$ cat src/rtcisp_pkg.sv
// Constants, register map and carrier types of the RTC interrupt, status and power block
//
// What this block does
// - Pending flag when any flag meets enable
// - Interrupt pin low exactly while pending
// - Flag read or host reset clears flags
// - Periodic flag set regardless of enable
// - Alarm flag set on alarm time match
// - Update-ended flag set after each update
// - Flag low nibble reads zero, unwritable
// - Valid bit set only by reading it
// - General bytes stay usable during updates
// - Read snapshot stable, late events kept
// - Late enable of set flag interrupts immediately
// - Wake control: bits 2,0, zero at POR
// - Missed second alarm wakes on standby return
// - Standby return wakes when wake enabled
// - 22 stage divider yields 1 Hz update
// - First update half second after hold
// - Periodic rate 500 ms to 122 us
// - Supply low blocks all host modification
// - Lockout lasts 62 to 125 ms
// - Skip lockout unless normal and valid
// - Oscillator stops on disabled divider codes
// - Fresh battery: stop oscillator, zero registers
// - Low battery clears only the valid bit
// - Enables at bits 6-4, reset clears
// - Divider control code meanings
// - Rate field: off or fifteen codes over thirteen taps
package rtcisp_pkg;

  // ****************************************************************
  // Timing
  // ****************************************************************
  localparam int unsigned CLK_HZ              = 50_000_000;
  localparam int unsigned CLK_KHZ             = 50_000;
  localparam int unsigned CHAIN_HZ            = 4_194_304;
  localparam int unsigned LOCKOUT_MIN_MS      = 62;
  localparam int unsigned LOCKOUT_MAX_MS      = 125;
  localparam int unsigned LOCKOUT_CYCLES_DFLT = LOCKOUT_MIN_MS * CLK_KHZ;
  localparam int          LK_CNT_W            = 23;
  localparam int          ACC_W               = 26;
  localparam logic [ACC_W:0] ACC_INC          = (ACC_W+1)'(CHAIN_HZ);
  localparam logic [ACC_W:0] ACC_WRAP         = (ACC_W+1)'(CLK_HZ);
  localparam int          DIV_STAGES          = 22;
  localparam int          UPD_BIT             = 21;
  localparam int          RS_TAP_BASE         = 5;
  localparam int          TAP_RS1             = 13;
  localparam int          TAP_RS2             = 14;

  // ****************************************************************
  // Register map (index; byte address is four times the index)
  // ****************************************************************
  localparam int          IDX_W        = 9;
  localparam int          ADDR_LSB     = 2;
  localparam logic [2:0]  SIZE_WORD    = 3'h2;
  localparam logic [IDX_W-1:0] IDX_CTRL_A   = 9'h00A;
  localparam logic [IDX_W-1:0] IDX_CTRL_B   = 9'h00B;
  localparam logic [IDX_W-1:0] IDX_FLAGS    = 9'h00C;
  localparam logic [IDX_W-1:0] IDX_VALID    = 9'h00D;
  localparam logic [IDX_W-1:0] IDX_GP_FIRST = 9'h00E;
  localparam logic [IDX_W-1:0] IDX_GP_LAST  = 9'h0FF;
  localparam logic [IDX_W-1:0] IDX_WAKE     = 9'h100;

  // ****************************************************************
  // Field positions and codes
  // ****************************************************************
  localparam int A_DV_LSB = 4;
  localparam int A_RS_LSB = 0;
  localparam int B_SET    = 7;
  localparam int B_PIE    = 6;
  localparam int B_AIE    = 5;
  localparam int B_UIE    = 4;
  localparam int B_DM     = 2;
  localparam int B_H24    = 1;
  localparam int C_IRQ_PENDING_FLAG   = 7;
  localparam int D_VRT    = 7;
  localparam int W_POR    = 2;
  localparam int W_AL2    = 0;
  localparam logic [2:0] DV_NORMAL  = 3'h2;
  localparam logic [2:0] DV_RST     = 3'h0;
  localparam logic [1:0] DV_OFF_HI  = 2'h0;
  localparam logic [1:0] DV_HOLD_HI = 2'h3;
  localparam logic [3:0] RS_OFF     = 4'h0;
  localparam logic [3:0] RS_1       = 4'h1;
  localparam logic [3:0] RS_2       = 4'h2;
  localparam logic [3:0] RS_RST     = 4'h0;
  // Flag vector order inside the state: periodic, alarm, update-ended
  localparam int F_PF = 2;
  localparam int F_AF = 1;
  localparam int F_UF = 0;

  // ****************************************************************
  // Types
  // ****************************************************************
  typedef struct packed {
    logic host_reset_in;
    logic supply_low;
    logic standby_supply;
    logic battery_fresh;
    logic battery_low;
  } rtcisp_supply_t;

  typedef enum logic [2:0] {LK_OPEN = 3'b001, LK_LOW = 3'b010, LK_HOLD = 3'b100} rtcisp_lk_t;
  typedef enum logic [1:0] {PW_IDLE = 2'b01, PW_REQ = 2'b10} rtcisp_pw_t;

  typedef struct packed {
    rtcisp_supply_t          sync1;
    rtcisp_supply_t          sync2;
    logic                    low_prev;
    logic                    sb_prev;
    logic [ACC_W-1:0]        acc;
    logic [DIV_STAGES-1:0]   div;
    logic [2:0]              dv;
    logic [3:0]              rs;
    logic                    set_b;
    logic                    periodic_irq_enable;
    logic                    alarm_irq_enable;
    logic                    update_irq_enable;
    logic                    dm;
    logic                    h24;
    logic [2:0]              flags;
    logic                    valid;
    logic                    wake_por;
    logic                    wake_al2;
    logic                    al2_missed;
    rtcisp_lk_t              lk_state;
    logic [LK_CNT_W-1:0]     lk_cnt;
    rtcisp_pw_t              pw_state;
    logic                    wr_pend;
    logic [IDX_W-1:0]        wr_idx;
    logic [31:0]             hrdata;
    logic                    irq_n;
    logic                    lockout;
    logic                    pwr_n;
    logic                    ready;
  } rtcisp_state_t;

  localparam rtcisp_state_t ST_RST = '{
    lk_state: LK_OPEN, pw_state: PW_IDLE, dv: DV_RST, rs: RS_RST,
    irq_n: 1'b1, pwr_n: 1'b1, ready: 1'b1, default: '0};

endpackage : rtcisp_pkg

$ cat src/rtcisp_top.sv
// RTC interrupt flags, valid status, wake control, divider and supply lockout behind AHB-Lite
`timescale 1ns/1ps
module rtcisp_top #(
  parameter int unsigned LOCKOUT_CYCLES = rtcisp_pkg::LOCKOUT_CYCLES_DFLT
) (
  input  wire logic                       hclk,
  input  wire logic                       hresetn,
  input  wire logic                       hsel,
  input  wire logic [31:0]                haddr,
  input  wire logic [1:0]                 htrans,
  input  wire logic                       hwrite,
  input  wire logic [2:0]                 hsize,
  input  wire logic [31:0]                hwdata,
  input  wire logic                       hready,
  output logic      [31:0]                hrdata,
  output logic                            hreadyout,
  output logic                            hresp,
  input  wire rtcisp_pkg::rtcisp_supply_t supply_pins,
  input  wire logic                       alarm_match,
  input  wire logic                       alarm2_match,
  output logic                            rtc_irq_n,
  output logic                            power_on_request_n,
  output logic                            bus_write_lockout
);
  import rtcisp_pkg::*;

  // ****************************************************************
  // Declarations
  // ****************************************************************
  rtcisp_state_t         st_reg;
  rtcisp_state_t         st_next;
  logic [7:0]            gp_ram [IDX_GP_FIRST:IDX_GP_LAST];
  logic [IDX_W-1:0]      a_idx;
  logic                  addr_ok;
  logic                  acc_rd;
  logic                  acc_wr;
  logic                  locked;
  logic                  hr_act;
  logic                  osc_run;
  logic                  div_hold;
  logic                  tick;
  logic                  per_evt;
  logic                  upd_evt;
  logic                  lk_fall;
  logic                  lock_cond;
  logic                  sb_rise;
  logic                  wr_ok;
  logic                  pending_q;
  logic [ACC_W:0]        acc_sum;
  logic [DIV_STAGES-1:0] tap_mask;
  logic [2:0]            clr_bits;
  logic [2:0]            set_bits;
  logic [7:0]            rd_byte;

  // Mask of divider bits up to the selected tap; the tap falls when all are ones
  function automatic logic [DIV_STAGES-1:0] tap_of(input logic [3:0] rs);
    logic [DIV_STAGES-1:0] m;
    int                    k;
    m = '0;
    if (rs == RS_1) begin
      k = TAP_RS1;
    end else if (rs == RS_2) begin
      k = TAP_RS2;
    end else begin
      k = RS_TAP_BASE + int'(rs);
    end
    for (int i = 0; i < DIV_STAGES; i++) begin
      m[i] = (i <= k);
    end
    return m;
  endfunction : tap_of

  // ****************************************************************
  // Bus decode and time base
  // ****************************************************************
  assign a_idx     = haddr[ADDR_LSB +: IDX_W];
  assign addr_ok   = (haddr[31:ADDR_LSB+IDX_W] == '0) && (hsize == SIZE_WORD);
  assign acc_rd    = hsel && htrans[1] && hready && !hwrite && addr_ok;
  assign acc_wr    = hsel && htrans[1] && hready && hwrite && addr_ok;
  assign locked    = (st_reg.lk_state != LK_OPEN);
  assign hr_act    = st_reg.sync2.host_reset_in && !locked;
  assign wr_ok     = st_reg.wr_pend && !locked;
  // Fresh battery with main supply absent keeps the oscillator off
  assign osc_run   = (st_reg.dv[2:1] != DV_OFF_HI)
                     && !(st_reg.sync2.battery_fresh && st_reg.sync2.supply_low);
  assign div_hold  = (st_reg.dv[2:1] == DV_HOLD_HI);
  // Phase accumulator gives an exact average chain rate from the bus clock
  assign acc_sum   = {1'b0, st_reg.acc} + ACC_INC;
  assign tick      = osc_run && (acc_sum >= ACC_WRAP);
  assign tap_mask  = tap_of(st_reg.rs);
  assign per_evt   = tick && !div_hold && (st_reg.rs != RS_OFF)
                     && (&(st_reg.div | ~tap_mask));
  // Rising edge of the last stage: 2^21 chain ticks after the hold is lifted
  assign upd_evt   = tick && !div_hold && !st_reg.set_b
                     && (&st_reg.div[UPD_BIT-1:0]) && !st_reg.div[UPD_BIT];
  assign lk_fall   = st_reg.low_prev && !st_reg.sync2.supply_low;
  assign lock_cond = (st_reg.dv == DV_NORMAL) && st_reg.valid
                     && !st_reg.sync2.battery_fresh && !st_reg.sync2.battery_low;
  assign sb_rise   = st_reg.sync2.standby_supply && !st_reg.sb_prev;
  assign pending_q = |(st_reg.flags & {st_reg.periodic_irq_enable, st_reg.alarm_irq_enable, st_reg.update_irq_enable});

  // ****************************************************************
  // Read data
  // ****************************************************************
  always_comb begin
    rd_byte = '0;
    if (a_idx == IDX_CTRL_A) begin
      rd_byte[A_DV_LSB +: 3] = st_reg.dv;
      rd_byte[A_RS_LSB +: 4] = st_reg.rs;
    end else if (a_idx == IDX_CTRL_B) begin
      rd_byte[B_SET] = st_reg.set_b;
      rd_byte[B_PIE] = st_reg.periodic_irq_enable;
      rd_byte[B_AIE] = st_reg.alarm_irq_enable;
      rd_byte[B_UIE] = st_reg.update_irq_enable;
      rd_byte[B_DM]  = st_reg.dm;
      rd_byte[B_H24] = st_reg.h24;
    end else if (a_idx == IDX_FLAGS) begin
      // Low nibble stays zero
      rd_byte[C_IRQ_PENDING_FLAG]       = pending_q;
      rd_byte[C_IRQ_PENDING_FLAG-1 -: 3] = st_reg.flags;
    end else if (a_idx == IDX_VALID) begin
      rd_byte[D_VRT] = st_reg.valid;
    end else if (a_idx >= IDX_GP_FIRST && a_idx <= IDX_GP_LAST) begin
      rd_byte = gp_ram[a_idx];
    end else if (a_idx == IDX_WAKE) begin
      rd_byte[W_POR] = st_reg.wake_por;
      rd_byte[W_AL2] = st_reg.wake_al2;
    end
  end

  // ****************************************************************
  // Next state
  // ****************************************************************
  always_comb begin
    st_next          = st_reg;
    st_next.sync1    = supply_pins;
    st_next.sync2    = st_reg.sync1;
    st_next.low_prev = st_reg.sync2.supply_low;
    st_next.sb_prev  = st_reg.sync2.standby_supply;
    st_next.ready    = 1'b1;
    st_next.wr_pend  = acc_wr;
    st_next.wr_idx   = a_idx;

    // Divider chain
    if (osc_run) begin
      st_next.acc = tick ? ACC_W'(acc_sum - ACC_WRAP) : acc_sum[ACC_W-1:0];
    end
    if (div_hold) begin
      st_next.div = '0;
    end else if (tick) begin
      st_next.div = st_reg.div + DIV_STAGES'(1);
    end

    // Register writes in the data phase
    if (wr_ok) begin
      case (st_reg.wr_idx)
        IDX_CTRL_A: begin
          st_next.dv = hwdata[A_DV_LSB +: 3];
          st_next.rs = hwdata[A_RS_LSB +: 4];
        end
        IDX_CTRL_B: begin
          st_next.set_b = hwdata[B_SET];
          st_next.periodic_irq_enable   = hwdata[B_PIE];
          st_next.alarm_irq_enable   = hwdata[B_AIE];
          // SET rising forces the update enable off
          st_next.update_irq_enable   = hwdata[B_UIE] && !(hwdata[B_SET] && !st_reg.set_b);
          st_next.dm    = hwdata[B_DM];
          st_next.h24   = hwdata[B_H24];
        end
        IDX_WAKE: begin
          st_next.wake_por = hwdata[W_POR];
          st_next.wake_al2 = hwdata[W_AL2];
        end
        default: begin
        end
      endcase
    end
    if (hr_act) begin
      st_next.periodic_irq_enable = 1'b0;
      st_next.alarm_irq_enable = 1'b0;
      st_next.update_irq_enable = 1'b0;
    end

    // Flags: the read snapshot clears only what it returned; new events win
    clr_bits = (acc_rd && a_idx == IDX_FLAGS && !locked) ? st_reg.flags : '0;
    set_bits = '0;
    set_bits[F_PF] = per_evt;
    set_bits[F_AF] = alarm_match;
    set_bits[F_UF] = upd_evt;
    st_next.flags = (st_reg.flags & ~(clr_bits | {3{hr_act}})) | set_bits;

    // Valid bit is set only by reading it
    if (acc_rd && a_idx == IDX_VALID && !locked) begin
      st_next.valid = 1'b1;
    end

    // Battery checks when main supply returns
    if (lk_fall && st_reg.sync2.battery_fresh) begin
      st_next.dv    = DV_RST;
      st_next.rs    = RS_RST;
      st_next.set_b = 1'b0;
      st_next.periodic_irq_enable   = 1'b0;
      st_next.alarm_irq_enable   = 1'b0;
      st_next.update_irq_enable   = 1'b0;
      st_next.dm    = 1'b0;
      st_next.h24   = 1'b0;
      st_next.flags = '0;
      st_next.valid = 1'b0;
    end else if (lk_fall && st_reg.sync2.battery_low) begin
      st_next.valid = 1'b0;
    end

    // Supply lockout
    case (st_reg.lk_state)
      LK_OPEN: begin
        if (st_reg.sync2.supply_low) begin
          st_next.lk_state = LK_LOW;
        end
      end
      LK_LOW: begin
        if (!st_reg.sync2.supply_low) begin
          if (lock_cond) begin
            st_next.lk_state = LK_HOLD;
            st_next.lk_cnt   = LK_CNT_W'(LOCKOUT_CYCLES - 1);
          end else begin
            st_next.lk_state = LK_OPEN;
          end
        end
      end
      LK_HOLD: begin
        if (st_reg.sync2.supply_low) begin
          st_next.lk_state = LK_LOW;
        end else if (st_reg.lk_cnt == '0) begin
          st_next.lk_state = LK_OPEN;
        end else begin
          st_next.lk_cnt = st_reg.lk_cnt - LK_CNT_W'(1);
        end
      end
      default: begin
        st_next.lk_state = LK_LOW;
      end
    endcase

    // Wake requests; a missed second alarm is remembered until standby returns
    st_next.al2_missed = (st_reg.al2_missed && !sb_rise)
                         || (alarm2_match && !st_reg.sync2.standby_supply && st_reg.wake_al2);
    case (st_reg.pw_state)
      PW_IDLE: begin
        if (sb_rise && (st_reg.wake_por || (st_reg.wake_al2 && st_reg.al2_missed))) begin
          st_next.pw_state = PW_REQ;
        end
      end
      PW_REQ: begin
        // Main supply up ends the request
        if (!st_reg.sync2.supply_low) begin
          st_next.pw_state = PW_IDLE;
        end
      end
      default: begin
        st_next.pw_state = PW_IDLE;
      end
    endcase

    // Registered outputs track the next state so pin and flags never disagree
    if (acc_rd) begin
      st_next.hrdata = {24'h000000, rd_byte};
    end
    st_next.irq_n   = !(|(st_next.flags & {st_next.periodic_irq_enable, st_next.alarm_irq_enable, st_next.update_irq_enable}));
    st_next.lockout = (st_next.lk_state != LK_OPEN);
    st_next.pwr_n   = (st_next.pw_state != PW_REQ);
  end

  // ****************************************************************
  // Storage
  // ****************************************************************
  always_ff @(posedge hclk or negedge hresetn) begin
    if (!hresetn) begin
      st_reg <= ST_RST;
    end else begin
      st_reg <= st_next;
    end
  end

  // General bytes ignore the update cycle; only the supply lockout blocks them
  always_ff @(posedge hclk) begin
    if (wr_ok && st_reg.wr_idx >= IDX_GP_FIRST && st_reg.wr_idx <= IDX_GP_LAST) begin
      gp_ram[st_reg.wr_idx] <= hwdata[7:0];
    end
  end

  assign hrdata             = st_reg.hrdata;
  assign hreadyout          = st_reg.ready;
  assign hresp              = 1'b0;
  assign rtc_irq_n          = st_reg.irq_n;
  assign power_on_request_n = st_reg.pwr_n;
  assign bus_write_lockout  = st_reg.lockout;
endmodule : rtcisp_top

$ cat config.mk
export PLATFORM = sky130hd
export DESIGN_NAME = rtcisp_top
export DESIGN_NICKNAME = d
export VERILOG_FILES = /design/src/rtcisp_pkg.sv /design/src/rtcisp_top.sv
export SDC_FILE = /design/constraint.sdc
export NUM_CORES = 2
export LEC_CHECK = 0
export BUFFER_PORTS_ARGS = -buffer_cell sky130_fd_sc_hd__buf_2
export CAP_MARGIN = 20
export CELL_PAD_IN_SITES_DETAIL_PLACEMENT = 1
export CELL_PAD_IN_SITES_GLOBAL_PLACEMENT = 1
export CORE_MARGIN = 2
export CORE_UTILIZATION = 50
export DETAILED_ROUTE_END_ITERATION = 8
export GPL_ROUTABILITY_DRIVEN = 0
export PLACE_DENSITY_LB_ADDON = 0.05
export SETUP_SLACK_MARGIN = 0.05
export SLEW_MARGIN = 20
export SYNTH_ARGS = -nofsm -noshare
export SYNTH_HDL_FRONTEND = slang
export SYNTH_SLANG_ARGS = --single-unit
$ cat constraint.sdc
create_clock -name hclk -period 3.2 [get_ports hclk]
set_input_delay 0.96 -clock hclk [delete_from_list [all_inputs] [get_ports hclk]]
set_output_delay 0.96 -clock hclk [all_outputs]
set_load 0.05 [all_outputs]
==> reports/qor.yml <==
power:
  peakVddDrop_uv: 606.2
  clkPwrFrac_pct: 42.2
  switching_power_w: 0.01277
  seqPwrFrac_pct: 51.4
  p_leak_nw: 32.40
  powerDensity_nw_per_um2: 599.7
  combinationalPowerShare_pct: 6.4
  swShare_pct: 22.04
  total_power_w: 0.05792
  p_int_w: 0.04516
route:
  routed_wl_um: 232800
  routed.top_layer: "met5"
  wl_met1_um: 100100
  wl_per_cell_um: 32.49
  drt_iter0_markers: 5155
  dr_wl_met2_um: 110200
  first_pass_iters: 6
  num_vias: 43590
  drc: 0
  via_per_inst: 6.083
  ant_nets: 0
  dr_wl_met3_um: 16740
sta:
  hold_viol: 0
  fmax_ghz: 0.3259
  rsz0062_at_grt: "false"
  setup_viol: 0
  maxSlewViolCount: 0
  finalCriticalPeriod_ns: 3.068
  post-route-period-util_pct: 95.88
  fin_worst_skew_ns: 0.02555
  worst_pin_slew_ns: 1.017
  relSlewSlack_pct: 31.67
finish:
  largest_reg_flops: 1936
  fin_nets: 4895
  syn_to_final_growth_pct: 18.70
  drive_above_1_share_pct: 34.07
  multi_input_area_sq_um: 18820
  ff_latch_area_sq_um: 61190
  n_fill_cell: 13950
  final_cell_area_sq_um: 96590
  final_core_util_pct: 59.54
cts:
  post-cts-setup-buffers: 0
  insertion_delay_ns: 0.86
  cts_root_buf: "clkbuf_16"
  clock_sinks: 2058
  path_clk_slew_ns: 0.06
  h-tree-depth: 4
  cts_buffers: 210
  cts_max_path_buffers: 3
  cts_tree: "yes"
global_route:
  antenna_found_initial: 6
  grt_usage_pct: 28.24
  gr-total-overflow: 0
  grt_pass1_wl_um: 334100
  first_global_vias: 45180
  grt_max_degree: 110
min_path:
  hp-class: "input pin to async pin"
placed_design:
  port_buffers: 64
  placed_area_sq_um: 89630
  dp_hpwl_um: 154900
setup_path:
  arrival_ns: 3.82
  endpoint_kind: "register"
  critPathRequiredTime_ns: 3.95
  path_max_fanout: 17
  crit_type: "input pin to register"
  r2r_cells: 10
  start_kind: "input pin"
synth:
  ys.flop_type: "edfxtp_1"
  ys_warn_count: 0
  synth_edf_count: 1936
  syn_inst: 4019
  yosysUniqueCellTypes: 78
  yosysSeqAreaShare_pct: 75.20
  async_flop_share_pct: 5.928
  ys_ff_latch: 2058
  synth_area_sq_um: 81370
  syn_area_per_cell_sq_um: 20.25
die:
  core_area_sq_um: 162200
  die_w_um: 407.4
  die_area_sq_um: 166000
  rows: 148
  die_h_um: 407.4
  io_pins: 118
  start_util_pct: 50.16
run_status:
  outcome: "complete, no violations"
run:
  cap_violations: 0
[critical path: stages]
cell and delay [ns]:
buf_8 0.23, buf_16 0.24, buf_12 0.20, buf_4 0.21
mux4_2 0.54, a22o_1 0.20, a221oi_1 0.27, o22ai_1 0.20
a211oi_2 0.25, buf_4 0.16, nor4_2 0.06, o21a_1 0.19
[layout make-up]
cell class / count / area share [%]
Inverter: 25 / 0.09716
Antenna cell: 2 / 0.005182
Tap cell: 2175 / 2.818
Timing Repair Buffer: 805 / 7.156
Clock inverter: 131 / 1.310
Clock buffer: 264 / 5.770
Multi-Input combinational cell: 1706 / 19.49
Sequential cell: 2058 / 63.36
[per-layer routing]
metal | vias to the layer above | track usage (%)
li1 | 18070 | -
met1 | 23520 | 41.95
met3 | 304 | 4.740
met4 | 2 | 7.401
met5 | - | 0
met2 | 1690 | 43.92
[layout by cell type (no fill, tap or decap), drive strengths merged, types with 56 or more instances in the layout]
cell       n
mux4     518
clkinv    92
mux2i     93
nor2     329
clkbuf   273
edfxtp  1936
nand2    107
buf      796
nand3     56
a21oi     78
o21ai     66
dfrtp    118
[power groups by stage]
stage	logic, W	clock network, W	registers [W]
detailed placement	0.00370	0	0.0303
finish	0.00371	0.0245	0.0298
CTS	0.00371	0.0248	0.0298
global placement	0.00364	0	0.0303
global route	0.00392	0.0258	0.0298
floorplan	0.00180	0	0.0303
[metrics by stage]
step | setup WS, ns | cells | hold WS [ns] | TNS, ns
floorplan | 0.06370 | 4043 | 0.3312 | 0
global placement | -1.219 | 6768 | 0.3362 | -7.079
detailed placement | -1.269 | 6768 | 0.3404 | -7.212
CTS | 0.05205 | 7163 | 0.003959 | 0
global route | 0.06221 | 7164 | 0.04115 | 0
finish | 0.1319 | 7166 | 0.03638 | 0
[kinds of logic (layout without fill, tap and decap cells)]
| family | Yosys count | in the layout | synth area share, % |
|---|---|---|---|
| other | 2 | 28 | 0.009229 |
| buffers and inverters | 279 | 1225 | 1.959 |
| AO/OA/AOI/OAI | 322 | 322 | 2.629 |
| AND/OR/NAND/NOR | 666 | 666 | 3.727 |
| multiplexers | 639 | 639 | 15.87 |
| XOR/XNOR | 45 | 45 | 0.4843 |
| adder cells (fa/ha/maj) | 8 | 8 | 0.1230 |
| flip-flops | 2058 | 2058 | 75.20 |
[final timing paths]
| check | start | end | slack, ns |
|---|---|---|---|
| max in group asynchronous | hresetn | st_reg[71]$_DFF_PN1_ | 2.53 |
| worst min register to register | st_next[144]$_DFF_PN0_ | st_reg[144]$_DFF_PN0_ | 0.35 |
| worst max-delay path | haddr[2] | hrdata[5]$_DFFE_PN0P_ | 0.13 |
| worst min-delay path | hresetn | st_reg[125]$_DFFE_PN0P_ | 0.04 |
| min in group hclk | supply_pins[3] | st_next[147]$_DFF_PN0_ | 0.21 |
| worst max register to register | st_reg[48]$_DFFE_PN0P_ | st_reg[62]$_DFFE_PN0P_ | 0.34 |
[Yosys cell counts (4+ instances only)]
cell type	instances	area [sq um]
and3_1	8	50.05
mux4_2	518	11670
o22ai_1	10	62.56
buf_6	31	349.1
nand2b_1	15	93.84
o41ai_1	6	52.55
a2111oi_0	8	70.07
nor2b_1	27	168.9
nand2_1	107	401.6
ha_1	8	100.1
xor2_1	18	157.7
a21oi_1	78	390.4
and2_1	7	43.79
or3_1	13	81.33
or2_2	4	25.02
a221oi_1	15	131.4
dfrtp_1	118	2953
a31oi_1	13	81.33
buf_2	58	290.3
a22o_1	13	113.9
o31ai_1	4	30.03
nor4_1	22	137.6
o211ai_1	11	82.58
dfstp_2	4	105.1
xnor2_1	27	236.5
buf_1	5	18.77
mux2i_1	93	930.9
a22oi_1	44	330.3
nand4_1	14	87.58
clkbuf_1	97	364.1
o21ai_0	62	310.3
o21ai_1	4	20.02
nand3b_1	6	45.04
buf_4	61	457.9
edfxtp_1	1936	58140
inv_1	22	82.58
mux2_2	28	315.3
nor3_1	38	190.2
o221ai_1	4	35.03
a211oi_1	15	112.6
nor2_1	329	1235
nand3_1	56	280.3
o311ai_0	5	43.79
a311oi_1	6	52.55
[repair_timing]
item	in CTS	in global routing
gates cloned	0	1
gates resized for setup	4	13
hold buffers	0	0
endpoints found under the setup margin	3	5
Note: power is estimated with default switching activity, not from simulation.
